===== src/verilog/pcd_pkg.sv =====
package pcd_pkg;

	// ----------------------------------------------------------------
	// Register offsets (printed offsets are not all multiples of four,
	// so they are register indices; byte address is four times these).
	// ----------------------------------------------------------------
	localparam logic [7:0] FIRST_DATA_IDX   = 8'h07;
	localparam logic [7:0] SECOND_DATA_IDX  = 8'h08;
	localparam logic [7:0] THIRD_DATA_IDX   = 8'h09;
	localparam logic [7:0] FIRST_DIR_IDX    = 8'h87;
	localparam logic [7:0] SECOND_DIR_IDX   = 8'h88;
	localparam logic [7:0] THIRD_DIR_IDX    = 8'h89;
	localparam logic [7:0] ANALOG_CFG_IDX   = 8'h9f;

	// ----------------------------------------------------------------
	// Field positions and reset values.
	// ----------------------------------------------------------------
	localparam int         PAR_MODE_BIT     = 4;
	localparam int         ANALOG_SEL_BIT   = 0;
	localparam logic [7:0] FIRST_DIR_RST    = 8'hff;
	localparam logic [7:0] SECOND_DIR_RST   = 8'hff;
	localparam logic [7:0] THIRD_DIR_RST    = 8'h07;
	localparam logic [7:0] THIRD_DIR_WMASK  = 8'h17;
	localparam logic [7:0] ANALOG_CFG_RST   = 8'h01;
	localparam logic [7:0] ANALOG_CFG_WMASK = 8'h01;
	localparam logic [7:0] LATCH_RST        = 8'h00;

	// ----------------------------------------------------------------
	// Bus transfer codes.
	// ----------------------------------------------------------------
	localparam logic [1:0] HTRANS_NONSEQ    = 2'h2;
	localparam logic [1:0] HTRANS_SEQ       = 2'h3;

	typedef enum logic [0:0] {
		PCD_IDLE = 1'b0,
		PCD_DATA = 1'b1
	} pcd_phase_e;

endpackage


===== src/verilog/pcd_sync.sv =====
`timescale 1ns/1ps

module pcd_sync #(
	parameter int WIDTH = 8
) (
	input  wire logic             clk,
	input  wire logic             rst,
	input  wire logic [WIDTH-1:0] din,
	output logic      [WIDTH-1:0] dout
);

	// ----------------------------------------------------------------
	// Three stages; a change is accepted once stages two and three agree.
	// ----------------------------------------------------------------
	logic [WIDTH-1:0] s1_reg;
	logic [WIDTH-1:0] s2_reg;
	logic [WIDTH-1:0] s3_reg;
	logic [WIDTH-1:0] dout_reg;
	logic [WIDTH-1:0] agree;

	assign agree = ~(s2_reg ^ s3_reg);
	assign dout  = dout_reg;

	always_ff @(posedge clk or posedge rst) begin
		if (rst) begin
			s1_reg   <= '0;
			s2_reg   <= '0;
			s3_reg   <= '0;
			dout_reg <= '0;
		end else begin
			s1_reg   <= din;
			s2_reg   <= s1_reg;
			s3_reg   <= s2_reg;
			dout_reg <= (s2_reg & agree) | (dout_reg & ~agree);
		end
	end

endmodule


===== src/verilog/pcd_port_pins.sv =====
// Added by the designer: the AHB-Lite interface to the registers.
`timescale 1ns/1ps

module pcd_port_pins
	import pcd_pkg::*;
(
	input  wire logic        clk,
	input  wire logic        rst,
	input  wire logic        hsel,
	input  wire logic [31:0] haddr,
	input  wire logic [1:0]  htrans,
	input  wire logic        hwrite,
	input  wire logic [2:0]  hsize,
	input  wire logic [31:0] hwdata,
	input  wire logic        hready,
	output logic      [31:0] hrdata,
	output logic             hreadyout,
	output logic             hresp,
	input  wire logic [7:0]  firstPortIn,
	output logic      [7:0]  firstPortOut,
	output logic      [7:0]  firstPortOe,
	input  wire logic [7:0]  firstPeriphSel,
	input  wire logic [7:0]  firstPeriphOut,
	input  wire logic [7:0]  firstPeriphOe,
	output logic      [7:0]  firstPeriphIn,
	input  wire logic [7:0]  secondPortIn,
	output logic      [7:0]  secondPortOut,
	output logic      [7:0]  secondPortOe,
	input  wire logic        parDataOe,
	input  wire logic [7:0]  parDataOut,
	output logic      [7:0]  parDataIn,
	input  wire logic [2:0]  thirdPortIn,
	output logic      [2:0]  thirdPortOut,
	output logic      [2:0]  thirdPortOe,
	output logic             parallelModeSelect,
	output logic             readStrobeN,
	output logic             writeStrobeN,
	output logic             chipSelectN,
	output logic      [2:0]  thirdAnalogSel
);

	// ----------------------------------------------------------------
	// Registers.
	// ----------------------------------------------------------------
	logic [7:0]  firstLatch_reg;
	logic [7:0]  secondLatch_reg;
	logic [2:0]  thirdLatch_reg;
	logic [7:0]  firstDir_reg;
	logic [7:0]  secondDir_reg;
	logic [7:0]  thirdCtl_reg;
	logic [7:0]  analogCfg_reg;
	logic [7:0]  wrIdx_reg;
	logic [31:0] hrdata_reg;
	pcd_phase_e  phase_reg;

	logic [7:0]  firstPins;
	logic [7:0]  secondPins;
	logic [7:0]  thirdPinsWide;
	logic [2:0]  thirdPins;

	// ----------------------------------------------------------------
	// Pin input synchronisers.
	// ----------------------------------------------------------------
	pcd_sync #(.WIDTH(8)) u_sync_first (
		.clk  (clk),
		.rst  (rst),
		.din  (firstPortIn),
		.dout (firstPins)
	);

	pcd_sync #(.WIDTH(8)) u_sync_second (
		.clk  (clk),
		.rst  (rst),
		.din  (secondPortIn),
		.dout (secondPins)
	);

	pcd_sync #(.WIDTH(8)) u_sync_third (
		.clk  (clk),
		.rst  (rst),
		.din  ({5'h00, thirdPortIn}),
		.dout (thirdPinsWide)
	);

	assign thirdPins = thirdPinsWide[2:0];

	// ----------------------------------------------------------------
	// Decoding.
	// ----------------------------------------------------------------
	function automatic logic [7:0] word_index(input logic [31:0] a);
		word_index = a[9:2];
	endfunction

	wire        parMode  = thirdCtl_reg[PAR_MODE_BIT];
	wire        analogOn = analogCfg_reg[ANALOG_SEL_BIT];
	wire        addrOk   = hsel & hready & htrans[1] & (haddr[1:0] == 2'h0);
	wire        wrTake   = addrOk & hwrite;
	wire        rdTake   = addrOk & ~hwrite;
	wire [7:0]  rdIdx    = word_index(haddr);
	wire        wrData   = (phase_reg == PCD_DATA);

	// Analog-selected pins read zero; the strobes see digital pins only.
	wire [2:0]  thirdRead = analogOn ? 3'h0 : thirdPins;

	// ----------------------------------------------------------------
	// Read mux: pin levels, not latches, are returned.
	// ----------------------------------------------------------------
	logic [7:0] rdByte;
	always_comb begin
		case (rdIdx)
			FIRST_DATA_IDX:  rdByte = firstPins;
			SECOND_DATA_IDX: rdByte = secondPins;
			THIRD_DATA_IDX:  rdByte = {5'h00, thirdRead};
			FIRST_DIR_IDX:   rdByte = firstDir_reg;
			SECOND_DIR_IDX:  rdByte = secondDir_reg;
			THIRD_DIR_IDX:   rdByte = thirdCtl_reg;
			ANALOG_CFG_IDX:  rdByte = analogCfg_reg;
			default:         rdByte = 8'h00;
		endcase
	end

	// ----------------------------------------------------------------
	// Bus slave: zero wait states, always OKAY.
	// ----------------------------------------------------------------
	assign hreadyout = 1'b1;
	assign hresp     = 1'b0;
	assign hrdata    = hrdata_reg;

	always_ff @(posedge clk or posedge rst) begin
		if (rst) begin
			phase_reg  <= PCD_IDLE;
			wrIdx_reg  <= 8'h00;
			hrdata_reg <= 32'h0000_0000;
		end else begin
			phase_reg  <= wrTake ? PCD_DATA : PCD_IDLE;
			wrIdx_reg  <= wrTake ? rdIdx : wrIdx_reg;
			hrdata_reg <= rdTake ? {24'h000000, rdByte} : hrdata_reg;
		end
	end

	// ----------------------------------------------------------------
	// Register writes.
	// ----------------------------------------------------------------
	wire wFirstD  = wrData & (wrIdx_reg == FIRST_DATA_IDX);
	wire wSecondD = wrData & (wrIdx_reg == SECOND_DATA_IDX);
	wire wThirdD  = wrData & (wrIdx_reg == THIRD_DATA_IDX);
	wire wFirstT  = wrData & (wrIdx_reg == FIRST_DIR_IDX);
	wire wSecondT = wrData & (wrIdx_reg == SECOND_DIR_IDX);
	wire wThirdT  = wrData & (wrIdx_reg == THIRD_DIR_IDX);
	wire wAnalog  = wrData & (wrIdx_reg == ANALOG_CFG_IDX);

	// A true unknown cannot be built; the latches clear on reset and
	// software must write them before turning pins to outputs.
	always_ff @(posedge clk or posedge rst) begin
		if (rst) begin
			firstLatch_reg  <= LATCH_RST;
			secondLatch_reg <= LATCH_RST;
			thirdLatch_reg  <= LATCH_RST[2:0];
		end else begin
			firstLatch_reg  <= wFirstD ? hwdata[7:0] : firstLatch_reg;
			secondLatch_reg <= wSecondD ? hwdata[7:0] : secondLatch_reg;
			thirdLatch_reg  <= wThirdD ? hwdata[2:0] : thirdLatch_reg;
		end
	end

	always_ff @(posedge clk or posedge rst) begin
		if (rst) begin
			firstDir_reg  <= FIRST_DIR_RST;
			secondDir_reg <= SECOND_DIR_RST;
			thirdCtl_reg  <= THIRD_DIR_RST;
			analogCfg_reg <= ANALOG_CFG_RST;
		end else begin
			firstDir_reg  <= wFirstT ? hwdata[7:0] : firstDir_reg;
			secondDir_reg <= wSecondT ? hwdata[7:0] : secondDir_reg;
			thirdCtl_reg  <= wThirdT ? (hwdata[7:0] & THIRD_DIR_WMASK)
				: thirdCtl_reg;
			analogCfg_reg <= wAnalog ? (hwdata[7:0] & ANALOG_CFG_WMASK)
				: analogCfg_reg;
		end
	end

	// ----------------------------------------------------------------
	// First port: peripheral override per pin, else latch and direction.
	// Bit roles: 0 timer osc/clock, 1-2 capture/compare, 3-5 serial,
	// 6-7 USART.
	// ----------------------------------------------------------------
	genvar i;
	generate
		for (i = 0; i < 8; i++) begin : g_first
			assign firstPortOut[i] = firstPeriphSel[i] ? firstPeriphOut[i]
				: firstLatch_reg[i];
			assign firstPortOe[i]  = firstPeriphSel[i] ? firstPeriphOe[i]
				: ~firstDir_reg[i];
		end
	endgenerate

	assign firstPeriphIn = firstPins;

	// ----------------------------------------------------------------
	// Second port: general pins, or the parallel data bus.
	// ----------------------------------------------------------------
	assign secondPortOut = parMode ? parDataOut : secondLatch_reg;
	assign secondPortOe  = parMode ? {8{parDataOe}}
		: ~secondDir_reg;
	assign parDataIn     = secondPins;

	// ----------------------------------------------------------------
	// Third port: direction drives pins even in analog use.
	// ----------------------------------------------------------------
	assign thirdPortOut       = thirdLatch_reg;
	assign thirdPortOe        = ~thirdCtl_reg[2:0];
	assign thirdAnalogSel     = {3{analogOn}};
	assign parallelModeSelect = parMode;

	// Strobes idle high when the mode is off so no cycle is seen.
	assign readStrobeN  = parMode ? thirdRead[0] : 1'b1;
	assign writeStrobeN = parMode ? thirdRead[1] : 1'b1;
	assign chipSelectN  = parMode ? thirdRead[2] : 1'b1;

endmodule


===== config.mk =====
export PLATFORM = sky130hd
export DESIGN_NAME = pcd_port_pins
export DESIGN_NICKNAME = d
export VERILOG_FILES = /design/src/verilog/pcd_pkg.sv /design/src/verilog/pcd_sync.sv /design/src/verilog/pcd_port_pins.sv
export SDC_FILE = /design/constraint.sdc
export NUM_CORES = 1
export LEC_CHECK = 0
export BUFFER_PORTS_ARGS = -buffer_cell sky130_fd_sc_hd__buf_4
export CORE_MARGIN = 3
export CORE_UTILIZATION = 43
export DETAILED_ROUTE_END_ITERATION = 10
export PLACE_DENSITY = 0.87
export SLEW_MARGIN = 20
export SYNTH_ARGS = -nofsm -noshare
export SYNTH_HDL_FRONTEND = slang
export SYNTH_SLANG_ARGS = --single-unit

===== constraint.sdc =====
create_clock -name clk -period 4.2 [get_ports clk]
set_input_delay 0.63 -clock clk [delete_from_list [all_inputs] [get_ports clk]]
set_output_delay 0.63 -clock clk [all_outputs]
set_load 0.02 [all_outputs]

==> results.py, run 1 <==
metrics = {
    "clock_tree": {
        "hold_buffers": 0,
        "htree_levels": 4,
        "cts_sinks": 133,
        "clk_latency_ps": 410,
        "root_buffer": "clkbuf_16",
        "post_cts_buffers": 0,
        "clkTransAtPathRegs_ps": 60,
        "cts_tree": "done",
        "cts_buffer_depth": 2,
        "numCtsBuffers": 17,
        "post_cts_resize_count": 0,
    },
    "synthesis": {
        "syn_area_sq_mm": 0.00527,
        "synth_top_cell_area_share": 0.537,
        "ys_seq_area_frac": 0.637,
        "synth_cells": 365,
        "netlist-cell-type-count": 35,
        "synthTopCellsByArea": "dfrtp_1 (54%), mux2_2 (15%), dfstp_2 (10%)",
        "synth_seq_cells": 133,
        "yosys_warnings": 0,
        "synth_flop_cell": "dfrtp_1",
        "synth_edf_count": 0,
        "synth_area_per_cell_sq_um": 14.4,
        "yosysMostFrequentCell": "dfrtp_1",
        "ys_top_cells_by_count": "dfrtp_1 (113), mux2_2 (69), buf_4 (28), nand2_1 (23), dfstp_2 (20)",
        "synthArstFlopShare": 1.00,
        "synth_area_leader_cell": "dfrtp_1",
    },
    "timing": {
        "layout_setup_ws_ps": 1410,
        "worst_pin_slew_ps": 1050,
        "timing.final.crit_share": 0.664,
        "finalHoldViolCount": 0,
        "period_needed_ps": 2790,
        "slew_headroom": 0.289,
        "setup-violations-final": 0,
        "skew_ps": 8.11,
        "rsz0062_at_grt": "false",
        "maxSlewViolCount": 0,
        "fin_setup_tns_ps": 0,
        "fmax_mhz": 359,
    },
    "floorplanning": {
        "start_util": 0.450,
        "io_pins": 221,
        "coreArea_sq_mm": 0.0117,
        "core.rowCount": 39,
        "die_y_microns": 117,
        "dieArea_sq_mm": 0.0136,
        "die_w_microns": 117,
    },
    "worst_setup_path": {
        "critical_path_buf_inv_count": 1,
        "endpoint_kind": "primary output",
        "required_ps": 3570,
        "path_cells": "nand2_1 > o21ai_0 > buf_4",
        "max_stage_delay_ps": 920,
        "path_class": "flop to primary output",
        "cp_data_arrival_time_ps": 2160,
        "critPathTopFamily": "flip-flops",
        "path_max_fanout": 23,
        "worst_setup_path_start_kind": "flop",
        "cpMaxStageDelayCell": "dfrtp_1",
    },
    "global_routing": {
        "overflow": 0,
        "grt_start_max_net_pins": 108,
        "grt_pass1_wl_microns": 19200,
        "grt_pass1_vias": 3709,
        "grtUsageTotal": 0.189,
        "grt_antenna_before_repair": 0,
    },
    "placement": {
        "port_buffers": 144,
        "dp_slack_ps": 1580,
        "dp.cells": 641,
        "place.gp.congestion": 0.789,
        "place_hpwl_microns": 8990,
    },
    "min_path": {
        "hold_path_class": "input pin to flop",
    },
    "route": {
        "drc": 0,
        "totalWireLength_microns": 12400,
        "first_iter_violations": 191,
        "wl_per_cell_microns": 18.5,
        "routed-via-count": 3462,
        "postRouteAntennaNets": 0,
        "firstDrtPassIters": 4,
        "vias_per_cell": 5.14,
    },
    "layout": {
        "antenna_cells": 0,
        "nets": 643,
        "area_delta_synth_final_pct": 32.6,
        "stdcell_count": 673,
        "utilization": 0.597,
        "drive_above_1_share": 0.523,
    },
    "pwr": {
        "vdd_drop_max_mv": 0.326,
        "p_total_mw": 3.21,
        "p_leak_nw": 3.26,
        "power.density_mw_per_mm2": 460,
    },
    "run_status": {
        "status": "finished clean",
    },
    "run": {
        "maxCapViolations": 0,
    },
}
## per-layer routing
metal / part of all wire / global-route usage / wire length (microns)
met1: 0.39 / 0.235 / 4850
met2: 0.53 / 0.316 / 6630
met4: 0.0079 / 0.0627 / 98
met3: 0.067 / 0.0591 / 833
met5: 0 / 0 / 0
## stage by stage
| stage | hold WS, ps | instance area [sq um] |
|---|---|---|
| final | 322 | 6990 |
| after global routing | 295 | 6990 |
| after CTS | 305 | 6980 |
| after detailed placement | 335 | 6390 |
| after global placement | 332 | 6390 |
| after floorplan | 331 | 5360 |
## cells in the final DEF (no fill, tap or decap), drive strengths merged, types with 2 or more instances in the layout
| cell type | count |
|---|---|
| a22oi | 2 |
| clkinvlp | 3 |
| nand2b | 2 |
| nor4b | 4 |
| clkbuf | 18 |
| mux2 | 69 |
| nor4 | 3 |
| nor2b | 3 |
| nor3 | 3 |
| o21ai | 19 |
| inv | 14 |
| dfstp | 20 |
| conb | 26 |
| nor3b | 5 |
| dfrtp | 113 |
| or3 | 2 |
| a221oi | 10 |
| o31ai | 7 |
| nand2 | 23 |
| maj3 | 19 |
| buf | 146 |
| a31oi | 2 |
| mux4 | 2 |
| nand3 | 2 |
| clkinv | 4 |
## final cells by class
| cell class | instances | area, sq um |
|---|---|---|
| Multi-Input combinational cell | 211 | 1740 |
| Timing Repair Buffer | 146 | 1100 |
| Tap cell | 143 | 179 |
| Clock inverter | 14 | 143 |
| Fill cell | 920 | 4720 |
| Inverter | 8 | 35.0 |
| Clock buffer | 18 | 439 |
| Sequential cell | 133 | 3350 |
## final timing paths
path / start / end / slack (ps) / cells past startpoint
worst max register to register: wrIdx_reg[5] / thirdPortOut[0] / 1890 / 4
min in group asynchronous: rst / u_sync_second.s1_reg[3] / 430 / 2
max in group asynchronous: rst / u_sync_first.s3_reg[6] / 2840 / 3
worst min-delay path: secondPortIn[5] / u_sync_second.s1_reg[5] / 320 / 1
worst max-delay path: thirdCtl_reg[4] / secondPortOe[1] / 1410 / 3
worst min register to register: u_sync_second.s1_reg[5] / u_sync_second.s2_reg[5] / 350 / 0
## cells by family after synthesis
family,synth area share
flops,0.637
mux,0.158
simple gates,0.0613
buf+inv,0.0520
compound gates,0.0546
fa+ha+maj,0.0361
other cells,0.00143
## power breakdown
| group | total, mW | internal [mW] | switching (mW) |
|---|---|---|---|
| sequential | 1.44 | 1.37 | 0.0684 |
| clock | 1.42 | 0.846 | 0.578 |
| combinational | 0.353 | 0.169 | 0.184 |
| total | 3.21 | 2.38 | 0.830 |
No activity file was read; power rests on OpenSTA's default activity.
==> run 2, diff against run 1 <==
- ABC_AREA: unset -> 1
- PLACE_DENSITY: 0.87 -> 0.86
- clock period: 4.2 -> 2.2 ns (I/O delays scaled with it)
==> results.py, run 2 <==
metrics = {
    "synthesis": {
        "synthArstFlopShare": 1.00,
        "synth_area_per_cell_sq_um": 10.8,
        "yosys_warnings": 0,
        "netlist-cell-type-count": 25,
        "synth_cells": 499,
        "synthTopCellsByArea": "dfrtp_1 (52%), dfstp_2 (9.7%), nand2_1 (7.5%)",
        "ys_seq_area_frac": 0.620,
        "synth_top_cell_area_share": 0.523,
        "syn_area_sq_mm": 0.00541,
        "synth_edf_count": 0,
        "ys_top_cells_by_count": "dfrtp_1 (113), nand2_1 (108), nand3_1 (37), inv_1 (35), o21ai_0 (34)",
        "synth_flop_cell": "dfrtp_1",
        "synth_area_leader_cell": "dfrtp_1",
        "synth_seq_cells": 133,
        "yosysMostFrequentCell": "dfrtp_1",
    },
    "min_path": {
        "hold_path_end": "u_sync_second.s1_reg[5]",
        "hold_start": "secondPortIn[5]",
        "hold_path_class": "input pin to flop",
        "hold_depth": 1,
    },
    "global_routing": {
        "overflow": 0,
        "grt_pass1_vias": 4177,
        "grt_antenna_before_repair": 0,
        "grt_start_max_net_pins": 77,
        "grt_pass1_wl_microns": 21100,
        "grtUsageTotal": 0.192,
    },
    "layout": {
        "antenna_cells": 0,
        "final_area_sq_mm": 0.00721,
        "final_common_cell": "buf_4",
        "final_cell_mix": "buf_4 (147), dfrtp_1 (113), nand2_1 (108), nand3_1 (37)",
        "drive_above_1_share": 0.370,
        "utilization": 0.593,
        "nets": 781,
        "area_delta_synth_final_pct": 33.3,
        "stdcell_count": 835,
    },
    "worst_setup_path": {
        "path_max_fanout": 13,
        "path_class": "flop to primary output",
        "reg2reg_setup_slack_ps": 640,
        "endpoint_kind": "primary output",
        "cp_data_arrival_time_ps": 1740,
        "cpMaxStageDelayCell": "dfrtp_1",
        "r2r_cells": 6,
        "required_ps": 1870,
        "path_cells": "buf_4 > o21ai_0 > buf_4",
        "worst_setup_path_start_kind": "flop",
        "max_stage_delay_ps": 520,
        "r2r-end": "secondLatch_reg[7]",
        "worstReg2RegStart": "wrIdx_reg[5]",
        "path_common_cell": "buf_4",
    },
    "route": {
        "drc": 0,
        "firstDrtPassIters": 5,
        "first_iter_violations": 249,
        "wl_per_cell_microns": 15.4,
        "vias_per_cell": 4.86,
        "postRouteAntennaNets": 0,
        "totalWireLength_microns": 12800,
        "routed-via-count": 4059,
    },
    "pwr": {
        "p_leak_nw": 3.59,
        "vdd_drop_max_mv": 0.597,
        "p_total_mw": 6.25,
        "power.density_mw_per_mm2": 867,
    },
    "clock_tree": {
        "hold_buffers": 3,
        "clkTransAtPathRegs_ps": 60,
        "cts_sinks": 133,
        "post_cts_resize_count": 0,
        "cts_tree": "done",
        "htree_levels": 4,
        "numCtsBuffers": 17,
        "clk_latency_ps": 410,
        "post_cts_buffers": 0,
        "root_buffer": "clkbuf_16",
        "cts_buffer_depth": 2,
    },
    "timing": {
        "period_needed_ps": 2070,
        "fmax_mhz": 482,
        "slew_headroom": 0.591,
        "rsz0062_at_grt": "false",
        "setup-violations-final": 0,
        "fin_setup_tns_ps": 0,
        "maxSlewViolCount": 0,
        "holdWs_ps": 19.2,
        "timing.final.crit_share": 0.943,
        "skew_ps": 5.84,
        "worst_pin_slew_ps": 613,
        "layout_setup_ws_ps": 126,
        "finalHoldViolCount": 0,
    },
    "placement": {
        "dp.cells": 801,
        "place.gp.congestion": 0.829,
        "place_hpwl_microns": 9260,
        "port_buffers": 144,
        "dp_slack_ps": 526,
        "placed_cell_area_sq_mm": 0.00656,
    },
    "floorplanning": {
        "die_y_microns": 118,
        "core.rowCount": 40,
        "start_util": 0.445,
        "dieArea_sq_mm": 0.0140,
        "io_pins": 221,
        "coreArea_sq_mm": 0.0122,
        "die_w_microns": 118,
    },
    "run": {
        "maxCapViolations": 0,
    },
    "run_status": {
        "status": "finished clean",
    },
}
run 2: changes by cell type after synthesis, moves of 18 or more:
cell / previous run / this run
inv_1: 8 / 35
mux2_2: 69 / 16
nor2_1: 0 / 18
o21ai_1: 0 / 18
nand3_1: 2 / 37
nand2_1: 23 / 108
run 2: per-layer routing:
metal,wire length [microns],track usage,up-vias
met1,5320,0.238,1972
li1,-,-,1906
met3,799,0.0617,22
met2,6520,0.319,159
met4,207,0.0659,0
met5,0,0,-
run 2: kinds of logic (layout without fill, tap and decap cells):
kind of cell,count (synthesis),in the layout,share of synthesized area
AO/OA/AOI/OAI,68,68,0.0738
adder cells (fa/ha/maj),19,19,0.0352
buffers and inverters,75,219,0.0802
flip-flops,133,133,0.620
multiplexers,16,16,0.0333
other,2,26,0.00139
AND/OR/NAND/NOR,186,186,0.156
run 2: worst max-delay path by stage:
stage	startpoint	to	slack (ps)	cells after the start
floorplan	rst	async pin	240	1
global placement	haddr[5]	hrdata[3]	540	9
detailed placement	haddr[5]	hrdata[7]	530	9
CTS	thirdCtl_reg[4]	secondPortOe[3]	150	3
global route	thirdCtl_reg[4]	secondPortOe[4]	20	3
finish	thirdCtl_reg[4]	secondPortOe[4]	130	3
run 2: power breakdown:
group	internal [mW]	switching [mW]
sequential	2.58	0.0980
clock	1.90	1.08
combinational	0.252	0.343
total	4.73	1.52
run 2: worst max-delay path, delay by kind of cell (launching register included):
family,cells,cell delay [ps]
DFF,1,520
buffers and inverters,2,480
AOI/OAI and AO/OA,1,330
run 2: final cells by class:
| class | instances | area (sq um) |
|---|---|---|
| fill | 980 | 4950 |
| sequential | 133 | 3350 |
| multi-input combinational | 315 | 1710 |
| timing repair buffer | 152 | 1170 |
| clock buffer | 17 | 425 |
| tap | 168 | 210 |
| clock inverter | 14 | 199 |
| inverter | 36 | 139 |
